## src/logic/emipi_pkg.sv

```systemverilog
package emipi_pkg;

   // Register addresses on the special function register port
   localparam logic [7:0]  PAGE_SEL_ADDR  = 8'hAA;  // Page select register
   localparam logic [7:0]  CFG_ADDR       = 8'hB2;  // Interface configuration register
   // Values after reset
   localparam logic [7:0]  PAGE_SEL_RESET = 8'h00;
   localparam logic [7:0]  CFG_RESET      = 8'h03;
   localparam logic [7:0]  CFG_RD_MASK    = 8'h1F;  // Bits 7:5 read as zero
   // Configuration field positions
   localparam int          MUX_SEL_POS    = 4;      // mux_select_bit
   localparam int          MODE_LSB       = 2;      // routing_mode_field [3:2]
   // Routing mode codes
   localparam logic [1:0]  MODE_ONCHIP    = 2'h0;
   localparam logic [1:0]  MODE_SPLIT_LAT = 2'h1;
   localparam logic [1:0]  MODE_SPLIT_PG  = 2'h2;
   localparam logic [1:0]  MODE_OFFCHIP   = 2'h3;
   // Split boundary at 8 kB
   localparam logic [15:0] SPLIT_BOUNDARY = 16'h2000;
   // Package variants
   localparam logic [1:0]  VAR_LARGE      = 2'h0;
   localparam logic [1:0]  VAR_MID        = 2'h1;
   localparam logic [1:0]  VAR_SMALL      = 2'h2;
   // Strobe phase length in cycles, long enough to cover the input synchroniser
   localparam logic [2:0]  STROBE_CYC     = 3'h6;
   // Pin values after reset
   localparam logic [31:0] PIN_RESET      = 32'h0000_0000;

   // One bit per pin of ports 1 to 4
   typedef struct packed {
      logic [7:0] p4;
      logic [7:0] p3;
      logic [7:0] p2;
      logic [7:0] p1;
   } emipi_ports_t;

   // Request from the CPU core for one external move
   typedef struct packed {
      logic        wr;      // 1 = write, 0 = read
      logic        is8;     // 8-bit address operand form
      logic [15:0] addr16;  // Full address for the 16-bit form
      logic [7:0]  low;     // Low byte for the 8-bit form
      logic [7:0]  wdata;   // Write data
   } emipi_req_t;

   typedef enum logic [2:0] {
      ST_IDLE,
      ST_ADDR,
      ST_HOLD,
      ST_STROBE,
      ST_DONE
   } emipi_state_t;

endpackage : emipi_pkg

```

## src/logic/emipi_pin_drive.sv

```systemverilog
`timescale 1ns/1ps
// Registered pin multiplexer between the interface and the port latches
module emipi_pin_drive
   import emipi_pkg::*;
(
   input  wire logic         ref_clk_i,
   input  wire logic         rst_i,
   input  wire emipi_ports_t own_i,        // Pins claimed by the interface
   input  wire emipi_ports_t external_mem_if_out_i,   // Interface pin levels
   input  wire emipi_ports_t external_mem_if_oe_i,    // Interface driver enables
   input  wire emipi_ports_t latch_i,      // Port latch values
   input  wire emipi_ports_t xbar_oe_i,    // Normal port/crossbar enables
   output emipi_ports_t      pin_out_o,
   output emipi_ports_t      pin_oe_o
);

   //////////////////////////////////////////////////////////////////////////
   // Claimed pins follow the interface, all others the latches and crossbar
   always_ff @(posedge ref_clk_i) begin
      if (rst_i) begin
         pin_out_o <= PIN_RESET;
         pin_oe_o  <= PIN_RESET;
      end else begin
         pin_out_o <= (own_i & external_mem_if_out_i) | (~own_i & latch_i);
         pin_oe_o  <= (own_i & external_mem_if_oe_i) | (~own_i & xbar_oe_i);
      end
   end

endmodule : emipi_pin_drive

```

## src/logic/emipi_top.sv

```systemverilog
`timescale 1ns/1ps
// Summary of operation
// - Claim pins only during off-chip external moves
// - Afterwards pins revert to latches or crossbar
// - Disable drivers of input pins during access
// - Never change pin drive type
// - Large variant pin mapping per mode
// - Mid multiplexed only; small no off-chip
// - 8-bit moves take high byte from page, or from the address-high latches in split-latch mode
// - Page N maps N*0x100 onward; resets zero
// - Mux bit: 0 multiplexed, 1 separate pins
// - Mode field routes on-chip, split or off-chip
module emipi_top
   import emipi_pkg::*;
#(
   parameter logic [1:0] VARIANT = VAR_LARGE   // Package variant
) (
   input  wire logic         ref_clk_i,
   input  wire logic         rst_i,
   // Special function register port
   input  wire logic [7:0]   sfr_addr_i,
   input  wire logic         sfr_wr_i,
   input  wire logic [7:0]   sfr_wdata_i,
   output logic [7:0]        sfr_rdata_o,
   // External move requests from the core
   input  wire logic         xm_req_i,
   input  wire emipi_req_t   xm_i,
   output logic              xm_done_o,
   output logic              xm_offchip_o,
   output logic [7:0]        xm_rdata_o,
   // Port pins
   input  wire emipi_ports_t latch_i,
   input  wire emipi_ports_t xbar_oe_i,
   input  wire emipi_ports_t pin_in_i,
   output emipi_ports_t      pin_out_o,
   output emipi_ports_t      pin_oe_o
);

   //////////////////////////////////////////////////////////////////////////
   // Declarations
   logic [7:0]   page_q;       // external_data_space_ram_page_select
   logic [7:0]   cfg_q;        // Configuration register
   emipi_state_t state_q;      // Access sequencer
   logic [2:0]   cnt_q;        // Strobe phase counter
   logic [15:0]  addr_q;       // Effective address of the access
   logic         wr_q;         // Access is a write
   logic [7:0]   wdata_q;      // Write data
   logic [7:0]   sync1_q, sync2_q, sync3_q; // Data input synchroniser stages
   logic [7:0]   rd_filt_q;    // Accepted data input level
   logic         mux_eff;      // Multiplexed pinout in force
   logic [1:0]   mode;         // routing_mode_field
   logic [7:0]   hi_byte;      // High byte for 8-bit moves
   logic [15:0]  eff_addr;     // Address of a new request
   logic         go_off;       // New request goes off-chip
   emipi_ports_t own;          // Claimed pins
   emipi_ports_t external_mem_if_out;     // Interface pin levels
   emipi_ports_t external_mem_if_oe;      // Interface driver enables
   logic [7:0]   data_in;      // Data lines from the active port

   //////////////////////////////////////////////////////////////////////////
   // Configuration decode
   always_comb begin
      mode    = cfg_q[MODE_LSB +: 2];
      // Only the large variant may leave the multiplexed pinout
      mux_eff = (VARIANT != VAR_LARGE) || !cfg_q[MUX_SEL_POS];
      // Split without bank select takes the high byte from the address-high latches
      if (mode == MODE_SPLIT_LAT) begin
         hi_byte = (VARIANT == VAR_LARGE && mux_eff) ? latch_i.p3 : latch_i.p2;
      end else begin
         hi_byte = page_q;
      end
      eff_addr = xm_i.is8 ? {hi_byte, xm_i.low} : xm_i.addr16;
      // Route the request
      if (VARIANT == VAR_SMALL || mode == MODE_ONCHIP) begin
         go_off = 1'b0;
      end else if (mode == MODE_OFFCHIP) begin
         go_off = 1'b1;
      end else begin
         go_off = (eff_addr >= SPLIT_BOUNDARY);
      end
   end

   //////////////////////////////////////////////////////////////////////////
   // Register writes
   always_ff @(posedge ref_clk_i) begin
      if (rst_i) begin
         page_q <= PAGE_SEL_RESET;
         cfg_q  <= CFG_RESET;
      end else if (sfr_wr_i) begin
         if (sfr_addr_i == PAGE_SEL_ADDR) begin
            page_q <= sfr_wdata_i;
         end else if (sfr_addr_i == CFG_ADDR) begin
            cfg_q  <= sfr_wdata_i & CFG_RD_MASK;
         end
      end
   end

   //////////////////////////////////////////////////////////////////////////
   // Register reads, one cycle after the address
   always_ff @(posedge ref_clk_i) begin
      if (rst_i) begin
         sfr_rdata_o <= 8'h00;
      end else if (sfr_addr_i == PAGE_SEL_ADDR) begin
         sfr_rdata_o <= page_q;
      end else if (sfr_addr_i == CFG_ADDR) begin
         sfr_rdata_o <= cfg_q;
      end else begin
         sfr_rdata_o <= 8'h00;   // Unmapped address
      end
   end

   //////////////////////////////////////////////////////////////////////////
   // Access sequencer
   always_ff @(posedge ref_clk_i) begin
      if (rst_i) begin
         state_q <= ST_IDLE;
         cnt_q   <= 3'h0;
         addr_q  <= 16'h0000;
         wr_q    <= 1'b0;
         wdata_q <= 8'h00;
      end else begin
         case (state_q)
            ST_IDLE: begin
               if (xm_req_i) begin
                  addr_q  <= eff_addr;
                  wr_q    <= xm_i.wr;
                  wdata_q <= xm_i.wdata;
                  cnt_q   <= 3'h0;
                  // On-chip accesses never claim pins
                  state_q <= go_off ? ST_ADDR : ST_DONE;
               end
            end
            ST_ADDR: begin
               // Multiplexed: hold address after the latch pulse
               state_q <= mux_eff ? ST_HOLD : ST_STROBE;
            end
            ST_HOLD: begin
               state_q <= ST_STROBE;
            end
            ST_STROBE: begin
               if (cnt_q == STROBE_CYC - 3'h1) begin
                  state_q <= ST_DONE;
               end else begin
                  cnt_q <= cnt_q + 3'h1;
               end
            end
            ST_DONE: begin
               state_q <= ST_IDLE;
            end
            default: begin
               state_q <= ST_IDLE;
            end
         endcase
      end
   end

   //////////////////////////////////////////////////////////////////////////
   // Completion and read data to the core
   always_ff @(posedge ref_clk_i) begin
      if (rst_i) begin
         xm_done_o    <= 1'b0;
         xm_offchip_o <= 1'b0;
         xm_rdata_o   <= 8'h00;
      end else begin
         xm_done_o <= (state_q == ST_DONE);
         if (state_q == ST_IDLE && xm_req_i) begin
            xm_offchip_o <= go_off;
         end
         // Sample read data at the end of the strobe phase
         if (state_q == ST_STROBE && cnt_q == STROBE_CYC - 3'h1 && !wr_q) begin
            xm_rdata_o <= rd_filt_q;
         end
      end
   end

   //////////////////////////////////////////////////////////////////////////
   // Data input synchroniser; change accepted when stages two and three agree
   assign data_in = (VARIANT == VAR_LARGE) ? pin_in_i.p4 : pin_in_i.p3;
   always_ff @(posedge ref_clk_i) begin
      if (rst_i) begin
         sync1_q   <= 8'h00;
         sync2_q   <= 8'h00;
         sync3_q   <= 8'h00;
         rd_filt_q <= 8'h00;
      end else begin
         sync1_q <= data_in;
         sync2_q <= sync1_q;
         sync3_q <= sync2_q;
         if (sync2_q == sync3_q) begin
            rd_filt_q <= sync3_q;
         end
      end
   end

   //////////////////////////////////////////////////////////////////////////
   // Interface pin levels; drive type stays with the port configuration
   always_comb begin
      own      = '0;
      external_mem_if_out = '0;
      external_mem_if_oe  = '0;
      if (state_q != ST_IDLE && state_q != ST_DONE) begin
         // Strobes on port 1, active low, driven outputs only
         own.p1[7:6]     = 2'h3;
         external_mem_if_oe.p1[7:6] = 2'h3;
         external_mem_if_out.p1[7] = !(state_q == ST_STROBE && wr_q);
         external_mem_if_out.p1[6] = !(state_q == ST_STROBE && !wr_q);
         if (mux_eff) begin
            own.p1[5]      = 1'b1;
            external_mem_if_oe.p1[5]  = 1'b1;
            external_mem_if_out.p1[5] = (state_q == ST_ADDR);
            if (VARIANT == VAR_LARGE) begin
               // Shared lines on port 4, high address on port 3
               own.p4 = 8'hFF;
               own.p3 = 8'hFF;
               external_mem_if_oe.p3  = 8'hFF;
               external_mem_if_out.p3 = addr_q[15:8];
               external_mem_if_out.p4 = (state_q == ST_STROBE) ? wdata_q : addr_q[7:0];
               external_mem_if_oe.p4  = (state_q == ST_STROBE && !wr_q) ? 8'h00 : 8'hFF;
            end else begin
               // Shared lines on port 3, high address on port 2
               own.p3 = 8'hFF;
               own.p2 = 8'hFF;
               external_mem_if_oe.p2  = 8'hFF;
               external_mem_if_out.p2 = addr_q[15:8];
               external_mem_if_out.p3 = (state_q == ST_STROBE) ? wdata_q : addr_q[7:0];
               external_mem_if_oe.p3  = (state_q == ST_STROBE && !wr_q) ? 8'h00 : 8'hFF;
            end
         end else begin
            // Data on port 4, low address port 3, high port 2
            own.p4 = 8'hFF;
            own.p3 = 8'hFF;
            own.p2 = 8'hFF;
            external_mem_if_oe.p3  = 8'hFF;
            external_mem_if_oe.p2  = 8'hFF;
            external_mem_if_out.p3 = addr_q[7:0];
            external_mem_if_out.p2 = addr_q[15:8];
            external_mem_if_out.p4 = wdata_q;
            external_mem_if_oe.p4  = wr_q ? 8'hFF : 8'h00;
         end
      end
   end

   //////////////////////////////////////////////////////////////////////////
   // Pin output registers
   emipi_pin_drive u_pin_drive (
      .ref_clk_i  (ref_clk_i),
      .rst_i      (rst_i),
      .own_i      (own),
      .external_mem_if_out_i (external_mem_if_out),
      .external_mem_if_oe_i  (external_mem_if_oe),
      .latch_i    (latch_i),
      .xbar_oe_i  (xbar_oe_i),
      .pin_out_o  (pin_out_o),
      .pin_oe_o   (pin_oe_o)
   );
endmodule : emipi_top

```

## config.mk

```make
export PLATFORM = sky130hd
export DESIGN_NAME = emipi_top
export DESIGN_NICKNAME = d
export VERILOG_FILES = /design/src/logic/emipi_pkg.sv /design/src/logic/emipi_pin_drive.sv /design/src/logic/emipi_top.sv
export SDC_FILE = /design/constraint.sdc
export NUM_CORES = 1
export LEC_CHECK = 0
export ABC_CLOCK_PERIOD_IN_PS = 4470
export CORE_ASPECT_RATIO = 1.1
export CORE_MARGIN = 2
export CORE_UTILIZATION = 67
export CTS_CLUSTER_SIZE = 10
export DETAILED_ROUTE_END_ITERATION = 10
export DONT_BUFFER_PORTS = 1
export PLACE_DENSITY = 0.83
export SYNTH_ARGS = -nofsm -noshare
export SYNTH_HDL_FRONTEND = slang
export SYNTH_SLANG_ARGS = --single-unit
```

## constraint.sdc

```tcl
create_clock -name ref_clk_i -period 4.47 [get_ports ref_clk_i]
set_input_delay 0.894 -clock ref_clk_i [delete_from_list [all_inputs] [get_ports ref_clk_i]]
set_output_delay 0.894 -clock ref_clk_i [all_outputs]
set_load 0.05 [all_outputs]
```

## Yosys cells after proc, flatten, opt, wreduce, memory -nomap -nowiden

Cells that the tools add are included.

- Bits of input ports: 150
- ROM bits: 0
- Bits in latches: 0
- Output and inout port bits: 82
- Bits in writable memories: 0
- Register bits after elaboration: 158
- Memories kept: 0
- Logic and storage cells: 91

- Shift operators: 0
- Reduce and logical (&&, ||, !) cells: 18
- Equality and inequality tests: 14
- Muxes and demuxes: 26
- Order comparisons: 1
- Div/mod/pow operators: 0
- Multipliers: 0
- Bitwise logic cells: 8
- $add $sub $neg: 1

Operators with widths:

| operator | number |
|---|---|
| 32-bit AND | 4 |
| 27-bit two-way mux | 3 |
| 32-bit OR | 2 |
| 8-bit two-way mux | 7 |
| 24-bit two-way mux | 2 |
| 32-bit NOT | 1 |
| 8-bit equality test, second input constant | 2 |
| 16-bit by 14-bit greater-or-equal comparator with 1-bit output, second input constant | 1 |
| 16-bit two-way mux | 1 |
| 3-bit two-way mux | 5 |
| 3-bit one-hot mux with 4 select lines | 1 |
| 8-bit equality test | 1 |
| 3-bit by 2-bit equality test with 1-bit output, second input constant | 2 |
| 3-bit equality test, second input constant | 2 |
| 1-bit logical AND | 6 |
| 2-bit != test, second input constant | 3 |
| 3-bit one-hot mux with 2 select lines | 1 |
| 2-bit AND reduction | 3 |
| 3-bit AND reduction | 2 |
| 1-bit two-way mux | 5 |
| 5-bit two-way mux | 1 |
| 3-bit by 1-bit adder with 3-bit output, second input constant | 1 |
| 3-bit by 1-bit equality test with 1-bit output, second input constant | 1 |
| 1-bit zero test | 3 |
| 8 further kinds | 8 |

## Depth between registers and ports, before layout

Gate-level depths: netlist of run 1.

- Depth in word-level cells: 9
- Depth in mapped cells: 8
- Depth with buffers taken out: 6

## Hierarchy

A second synthesis of run 1 with hierarchy kept.

- Cell total of the unflattened synthesis: 651
- Area, all modules: 6381.1 um2

Modules (own cells, without submodules):

| module | cells an instance | area each (um2) | seq. area each (um2) | instances |
|---|---|---|---|---|
| emipi_top | 452 | 4140.2 | 1881.8 | 1 |
| emipi_pin_drive | 199 | 2240.9 | 1281.2 | 1 |

## Worst setup path before layout of run 1

OpenSTA, ideal clock, no wires.

- Kind: in2reg
- Start: input rst_i
- End: register cfg_q[2]
- Library setup time: 117 ps
- Data arrival time: 1809 ps
- Path buffers: 4
- Slack: 2544 ps
- Stages: 5
- Data required time: 4353 ps
- Cells stage by stage: buf_2 clkbuf_1 clkbuf_1 buf_2 nor2_1

RTL lines:

| what | line | RTL |
|---|---|---|
| start, declared | emipi_top.sv:19 | `input wire logic rst_i,` |
| end signal, assigned | emipi_top.sv:93 | `cfg_q <= sfr_wdata_i & CFG_RD_MASK;` |
| end, declared | emipi_top.sv:42 | `logic [7:0] cfg_q;` |

No word-level cell between the ends.

## Worst setup path after layout of run 1

- Start: register state_q[0]
- End: register, netlist name u_pin_drive.pin_out_o[11]

- Word-level cells in the longest chain between the ends: 6
- Elaborated cells between the ends (all ways): 9
- Classes of those cells: eq/ne: 1; mux: 2; bitwise: 4; reduce/logical: 2

Ends and longest elaborated chain:

| what | line | RTL |
|---|---|---|
| start, declared | emipi_top.sv:43 | `emipi_state_t state_q;` |
| start signal, assigned | emipi_top.sv:130 | `state_q <= go_off ? ST_ADDR : ST_DONE;` |
| start signal, assigned | emipi_top.sv:135 | `state_q <= mux_eff ? ST_HOLD : ST_STROBE;` |
| 3-bit != test or 3-bit nonzero test (tied branches) | emipi_top.sv:201 | `if (state_q != ST_IDLE && state_q != ST_DONE) begin` |
| 1-bit logical AND * | emipi_top.sv:201 |  |
| 27-bit two-way mux | emipi_top.sv:201 |  |
| 32-bit NOT | emipi_pin_drive.sv:24 | `pin_out_o <= (own_i & external_mem_if_out_i) \| (~own_i & latch_i);` |
| 32-bit AND | emipi_pin_drive.sv:24 |  |
| 32-bit OR * | emipi_pin_drive.sv:24 |  |

Every way passes the cells marked *; elsewhere a longest branch is shown, timed or not.
A chain may end at the register's enable or synchronous reset.

==> flow_summary_export.csv, run 1 <==
group,metric,value,unit
pwr,worst_ir_drop_vdd,0.000313,V
flow_run,cap_violations,0,
setup_path,rr_worst_depth,4,
global_routing,track_usage,0.268,
timing,finalClockSkew,5.73,ps
clock_network,clkSlewWorstSetupHoldPaths,60,ps
route,drt-pass1-iter-count,5,
yosys,async_flop_share,0,
clock_network,cts_tree,"yes",
pwr,pwr-share-seq,0.510,
setup_path,crit_required,4910,ps
place,dp.cells,704,
hold_path,hp-class,"reg -> reg",
layout,seqCellArea,3160,sq um
route,wl_per_cell,17.6,um
layout,final_cell_mix,"dfxtp_1 (158), nor2_1 (103), nand2_1 (67), mux2i_1 (52), nor2b_1 (41)",
setup_path,cp.arrival,2840,ps
floorplan,core,8740,sq um
timing,slew_violations,0,
layout,synthToLayoutAreaGrowth,9.26,%
yosys,synth_area,5950,sq um
pwr,p_leak,2.49,nW
timing,fin_crit_sh,0.537,
route,dr_total_vias,4320,
setup_path,start_kind,"register",
clock_network,cts_made_buffers,17,
place,dpl.hpwl,8820,um
status,status,"completed",
clock_network,worstSkewPairLatency,510,ps
route,drc_errors,0,
timing,hold_violations,0,
floorplan,die-area,9640,sq um
timing,tns,0,ps
timing,fmax,416,MHz
place,portBuffers,0,
timing,fin_crit,2400,ps
clock_network,clock_sinks,158,
clock_network,cts_resized,0,
global_routing,overflow,0,
place,routabilityCongestion,0.786,
yosys,syn-num-nets,785,
yosys,synth_edf_count,0,
setup_path,r2r_start,"state_q[0]$_SDFFE_PP0P_",
global_routing,antenna_found_initial,0,
timing,worst_slew_pin_slew,961,ps
pwr,internal-power,0.00240,W
clock_network,cts_buffer_depth,2,
yosys,ys.flop_type,"dfxtp_1",
floorplan,rows,36,
clock_network,htree_levels,4,
route,antenna_left,0,
clock_network,cts_setup_buffers,0,
global_routing,grt_pass1_wl,19800,um
pwr,switching_power,0.000772,W
layout,fill_cells,654,
layout,layout_commonest_cell,"dfxtp_1",
floorplan,pin_count,232,
yosys,ys_seq_elements,158,
route,drt-total-wl,12900,um
setup_path,worstSetupPathType,"reg -> reg",
yosys,ys_types,44,
yosys,netlist_instances,633,
setup_path,crit_path_end_kind,"register",
setup_path,path_max_fanout,52,
route,initialDrtViolationCount,271,
pwr,power.share.clock,0.450,
clock_network,hold_buffers,0,
yosys,yosysSeqAreaShare,0.532,
floorplan,start_util,0.680,
pwr,power.density,489,nW/um^2
layout,instances_no_fill,736,
yosys,avgSynthCellArea,9.39,sq um
timing,setup_viol,0,
pwr,combPwrFrac,0.040,
route,vias_per_cell,5.87,
layout,multi_input_area,2570,sq um
global_routing,grt_max_degree,161,
layout,num_antenna_cells,0,
hold_path,hold_start,"sync1_q[3]$_SDFF_PP0_",
layout,drive_gt1_frac,0.0659,
setup_path,crit_start,"state_q[0]$_SDFFE_PP0P_",
yosys,ys_warn_count,0,
hold_path,min_path_cells,1,
timing,rsz0062_at_grt,"no",
clock_network,clockRootBuffer,"clkbuf_8",
pwr,p_sw_frac,0.243,
global_routing,grt_pass1_vias,4088,
layout,nets,761,
floorplan,die_w,93.8,um
floorplan,fp.dieH,103,um
timing,max_slew_margin,0.359,
-- cells by family (layout without fill, tap and decap cells) --
kind of cell,count (synthesis),in the layout,synth area share
simple gates,269,269,0.220
mux,52,52,0.0875
flops,158,158,0.532
xor+xnor,9,9,0.0133
fa+ha+maj,2,2,0.00421
compound gates,96,96,0.107
buf+inv,47,36,0.0354
-- cell type report --
type | count | share of cell area
clock buffer | 20 | 0.0670
clock inverter | 12 | 0.0247
inverter | 2 | 0.00116
multi-input combinational | 428 | 0.396
sequential | 158 | 0.487
tap | 114 | 0.0220
timing repair buffer | 2 | 0.00231
-- registers in the layout, summed over array words and instances, names as in the netlist, 5 cells and up --
name	count
u_pin_drive.pin_oe_o	32
sfr_rdata_o	8
sync3_q	8
addr_q	16
rd_filt_q	8
page_q	8
u_pin_drive.pin_out_o	32
sync1_q	8
sync2_q	8
cfg_q	5
wdata_q	8
xm_rdata_o	8
-- power groups by stage --
stage / clock (W) / combinational, W / sequential, W
finish: 0.00143 / 0.000126 / 0.00162
global route: 0.00150 / 0.000143 / 0.00163
CTS: 0.00145 / 0.000127 / 0.00162
detailed placement: 0 / 0.000126 / 0.00165
global placement: 0 / 0.000120 / 0.00165
floorplan: 0 / 0.000129 / 0.00164
-- through the flow --
| step | hold WS, ps | utilization | total power (W) | setup WS, ps | cell area (sq um) |
|---|---|---|---|---|---|
| 2_1_floorplan | 414 | - | 0.00177 | 2540 | 5950 |
| 3_3_place_gp | 417 | 0.675 | 0.00177 | 2220 | 5900 |
| 3_5_place_dp | 422 | 0.675 | 0.00178 | 2160 | 5900 |
| 4_1_cts | 421 | 0.743 | 0.00320 | 2060 | 6500 |
| 5_1_grt | 419 | 0.743 | 0.00327 | 1820 | 6500 |
| 6_report | 438 | 0.743 | 0.00318 | 2070 | 6500 |
-- final timing paths --
check	to	slack (ps)
worst max register to register	u_pin_drive.pin_out_o[11]$_SDFF_PP0_	2070
worst min register to register	sync2_q[3]$_SDFF_PP0_	440
worst min-delay path	sync2_q[3]$_SDFF_PP0_	440
worst max-delay path	u_pin_drive.pin_out_o[11]$_SDFF_PP0_	2070
-- cell usage after synthesis, types with 2 or more instances --
library cell,number,share of area
dfxtp_1,158,0.53
nor2_1,103,0.065
nand2_1,67,0.042
mux2i_1,52,0.088
nor2b_1,41,0.043
a21oi_1,31,0.026
nand2b_1,23,0.024
clkbuf_1,22,0.014
buf_2,20,0.017
a211oi_1,18,0.023
a311oi_1,15,0.022
o21ai_0,13,0.011
xnor2_1,8,0.012
nor3_1,7,0.0059
a22o_1,5,0.0074
o211ai_1,5,0.0063
and2_1,4,0.0042
nand4_1,4,0.0042
nor3b_1,3,0.0038
o221ai_1,3,0.0044
a31oi_1,2,0.0021
and3_1,2,0.0021
buf_4,2,0.0025
ha_1,2,0.0042
inv_1,2,0.0013
nand3b_1,2,0.0025
nor2_2,2,0.0021
-- critical path, stage by stage, from the launching register on --
cell,delay (ps)
dfxtp_1,540
or2_2,830
and2_1,650
nand2_1,140
a21oi_1,160
-- routing by layer --
layer  global-route usage  vias up  share of wire
met2                0.468      172           0.52
met5                    0        -              0
met3               0.0848       18          0.079
met4                0.113        0          0.015
li1                     -     2096              -
met1                0.304     2034           0.39
Power figures use the tool's default switching activity.
==> run 2, diff against run 1 <==
Settings changed: ABC_CLOCK_PERIOD_IN_PS 4470 to 2400, CORE_UTILIZATION 67 to 62, PLACE_DENSITY 0.83 to 0.78.
Clock period 4.47 ns to 2.4 ns, I/O delays scaled along.
==> run 2 against run 1 <==
Combinational power up 89%. Sequential cell count unchanged. Global-route usage down 1.3 points. Worst setup slack worse by 1700 ps. Non-clock buffer count up 7. Cell count up 1.2%. Largest cell class unchanged.
==> flow_summary_export.csv, run 2 (synthesis results as in run 1) <==
group,metric,value,unit
setup_path,rr_worst_depth,4,
route,drt-pass1-iter-count,5,
setup_path,path_max_fanout,20,
layout,seqCellArea,3160,sq um
global_routing,grt_max_degree,161,
setup_path,cp.arrival,2440,ps
layout,final_cell_mix,"dfxtp_1 (158), nor2_1 (103), nand2_1 (67), mux2i_1 (52), nor2b_1 (41)",
layout,fill_cells,750,
route,drc_errors,0,
route,dr_total_vias,4322,
timing,hold_violations,0,
floorplan,start_util,0.636,
setup_path,start_kind,"register",
timing,fmax,488,MHz
pwr,p_sw_frac,0.239,
timing,max_slew_margin,0.549,
timing,fin_crit,2050,ps
floorplan,rows,37,
pwr,pwr-share-seq,0.518,
setup_path,r2r-end,"u_pin_drive.pin_oe_o[29]$_SDFF_PP0_",
flow_run,cap_violations,0,
layout,drive_gt1_frac,0.0685,
layout,reg.largest.list,"u_pin_drive.pin_oe_o x32, u_pin_drive.pin_out_o x32, addr_q x16",
clock_network,worstSkewPairLatency,540,ps
floorplan,fp.dieH,107,um
clock_network,htree_levels,4,
place,dp.cells,712,
clock_network,cts_setup_buffers,0,
floorplan,core,9350,sq um
pwr,power.density,892,nW/um^2
clock_network,cts_made_buffers,17,
pwr,combPwrFrac,0.041,
place,routabilityCongestion,0.857,
clock_network,clockRootBuffer,"clkbuf_8",
route,antenna_left,0,
place,portBuffers,0,
global_routing,track_usage,0.255,
global_routing,antenna_found_initial,0,
pwr,p_leak,2.51,nW
timing,setup_viol,0,
clock_network,clkSlewWorstSetupHoldPaths,60,ps
route,wl_per_cell,17.8,um
layout,synthToLayoutAreaGrowth,9.87,%
global_routing,overflow,0,
pwr,switching_power,0.00139,W
status,status,"completed",
hold_path,whs_endpoint,"u_pin_drive.pin_out_o[4]$_SDFF_PP0_",
clock_network,cts_tree,"yes",
timing,worst_slack,349,ps
global_routing,grt_pass1_wl,20800,um
pwr,power,0.00583,W
layout,instances_no_fill,745,
pwr,internal-power,0.00444,W
hold_path,min_path_cells,1,
floorplan,die-area,10400,sq um
floorplan,pin_count,232,
setup_path,worstSetupPathType,"reg -> reg",
clock_network,clock_sinks,158,
layout,multi_input_area,2570,sq um
route,vias_per_cell,5.80,
timing,slew_violations,0,
hold_path,hold_start,"rst_i",
setup_path,r2r_start,"cfg_q[4]$_SDFFE_PP0P_",
place,dpl.hpwl,9310,um
setup_path,crit_required,2790,ps
floorplan,die_w,97.4,um
hold_path,hp-class,"in -> reg",
clock_network,cts_resized,0,
layout,layout_commonest_cell,"dfxtp_1",
place,dp_slack,405,ps
setup_path,rrSetupSlack,350,ps
global_routing,grt_pass1_vias,4081,
timing,fin_crit_sh,0.855,
timing,finalClockSkew,8.42,ps
pwr,power.share.clock,0.441,
route,drt-total-wl,13200,um
pwr,worst_ir_drop_vdd,0.000536,V
route,initialDrtViolationCount,271,
clock_network,hold_buffers,0,
timing,rsz0062_at_grt,"no",
layout,nets,768,
layout,num_antenna_cells,0,
clock_network,cts_buffer_depth,2,
timing,worst_slew_pin_slew,675,ps
setup_path,crit_path_end_kind,"register",
timing,tns,0,ps
-- run 2: changes by cell type in the layout (fill, tap and decap cells not counted), sizes merged --
cell	before	now
buf	2	7
inv	5	2
dlygate4sd3	0	2
clkbuf	20	21
clkinvlp	4	5
-- run 2: layer usage --
| metal | track usage | routed length (um) | up-vias |
|---|---|---|---|
| met2 | 0.467 | 7140 | 170 |
| met5 | 0 | 0 | - |
| met1 | 0.284 | 4970 | 2023 |
| li1 | - | - | 2115 |
| met4 | 0.0655 | 114 | 0 |
| met3 | 0.0887 | 1010 | 14 |
-- run 2: power groups by stage --
stage | Sequential [W] | Combinational (W) | Clock, W
finish | 0.00302 | 0.000238 | 0.00257
global route | 0.00303 | 0.000269 | 0.00272
CTS | 0.00302 | 0.000238 | 0.00260
detailed placement | 0.00308 | 0.000235 | 0
global placement | 0.00307 | 0.000226 | 0
floorplan | 0.00305 | 0.000241 | 0
-- run 2: worst max path at each step --
stage,to,slack [ps],depth (start not counted),startpoint
2_1_floorplan,cfg_q[2]$_SDFFE_PP0P_,890,5,rst_i
5_1_grt,u_pin_drive.pin_oe_o[24]$_SDFF_PP0_,210,4,cfg_q[4]$_SDFFE_PP0P_
6_report,u_pin_drive.pin_oe_o[29]$_SDFF_PP0_,350,4,cfg_q[4]$_SDFFE_PP0P_
4_1_cts,u_pin_drive.pin_oe_o[29]$_SDFF_PP0_,380,4,cfg_q[4]$_SDFFE_PP0P_
3_3_place_gp,u_pin_drive.pin_oe_o[29]$_SDFF_PP0_,460,4,cfg_q[4]$_SDFFE_PP0P_
3_5_place_dp,u_pin_drive.pin_oe_o[29]$_SDFF_PP0_,400,4,cfg_q[4]$_SDFFE_PP0P_
-- run 2: worst max-delay path, cell delays in order, from the launching register on --
cell	delay (ps)
dfxtp_1	750
buf_4	410
nor2_2	160
o21ai_1	440
a21oi_1	140
-- run 2: cell type report --
class | instances | area share
clock buffers | 21 | 0.0657
repair buffers | 9 | 0.0111
inverters | 2 | 0.00115
well taps | 117 | 0.0224
flip-flops and latches | 158 | 0.484
multi-input cells | 428 | 0.394
clock inverters | 10 | 0.0216
-- run 2: per-stage QoR --
step | hold WS (ps) | util | instance area (sq um)
after floorplan | 414 | - | 5950
after global placement | 421 | 0.635 | 5940
after detailed placement | 423 | 0.635 | 5940
after CTS | 7.36 | 0.696 | 6510
after global routing | 12.0 | 0.699 | 6530
final | 22.1 | 0.699 | 6530
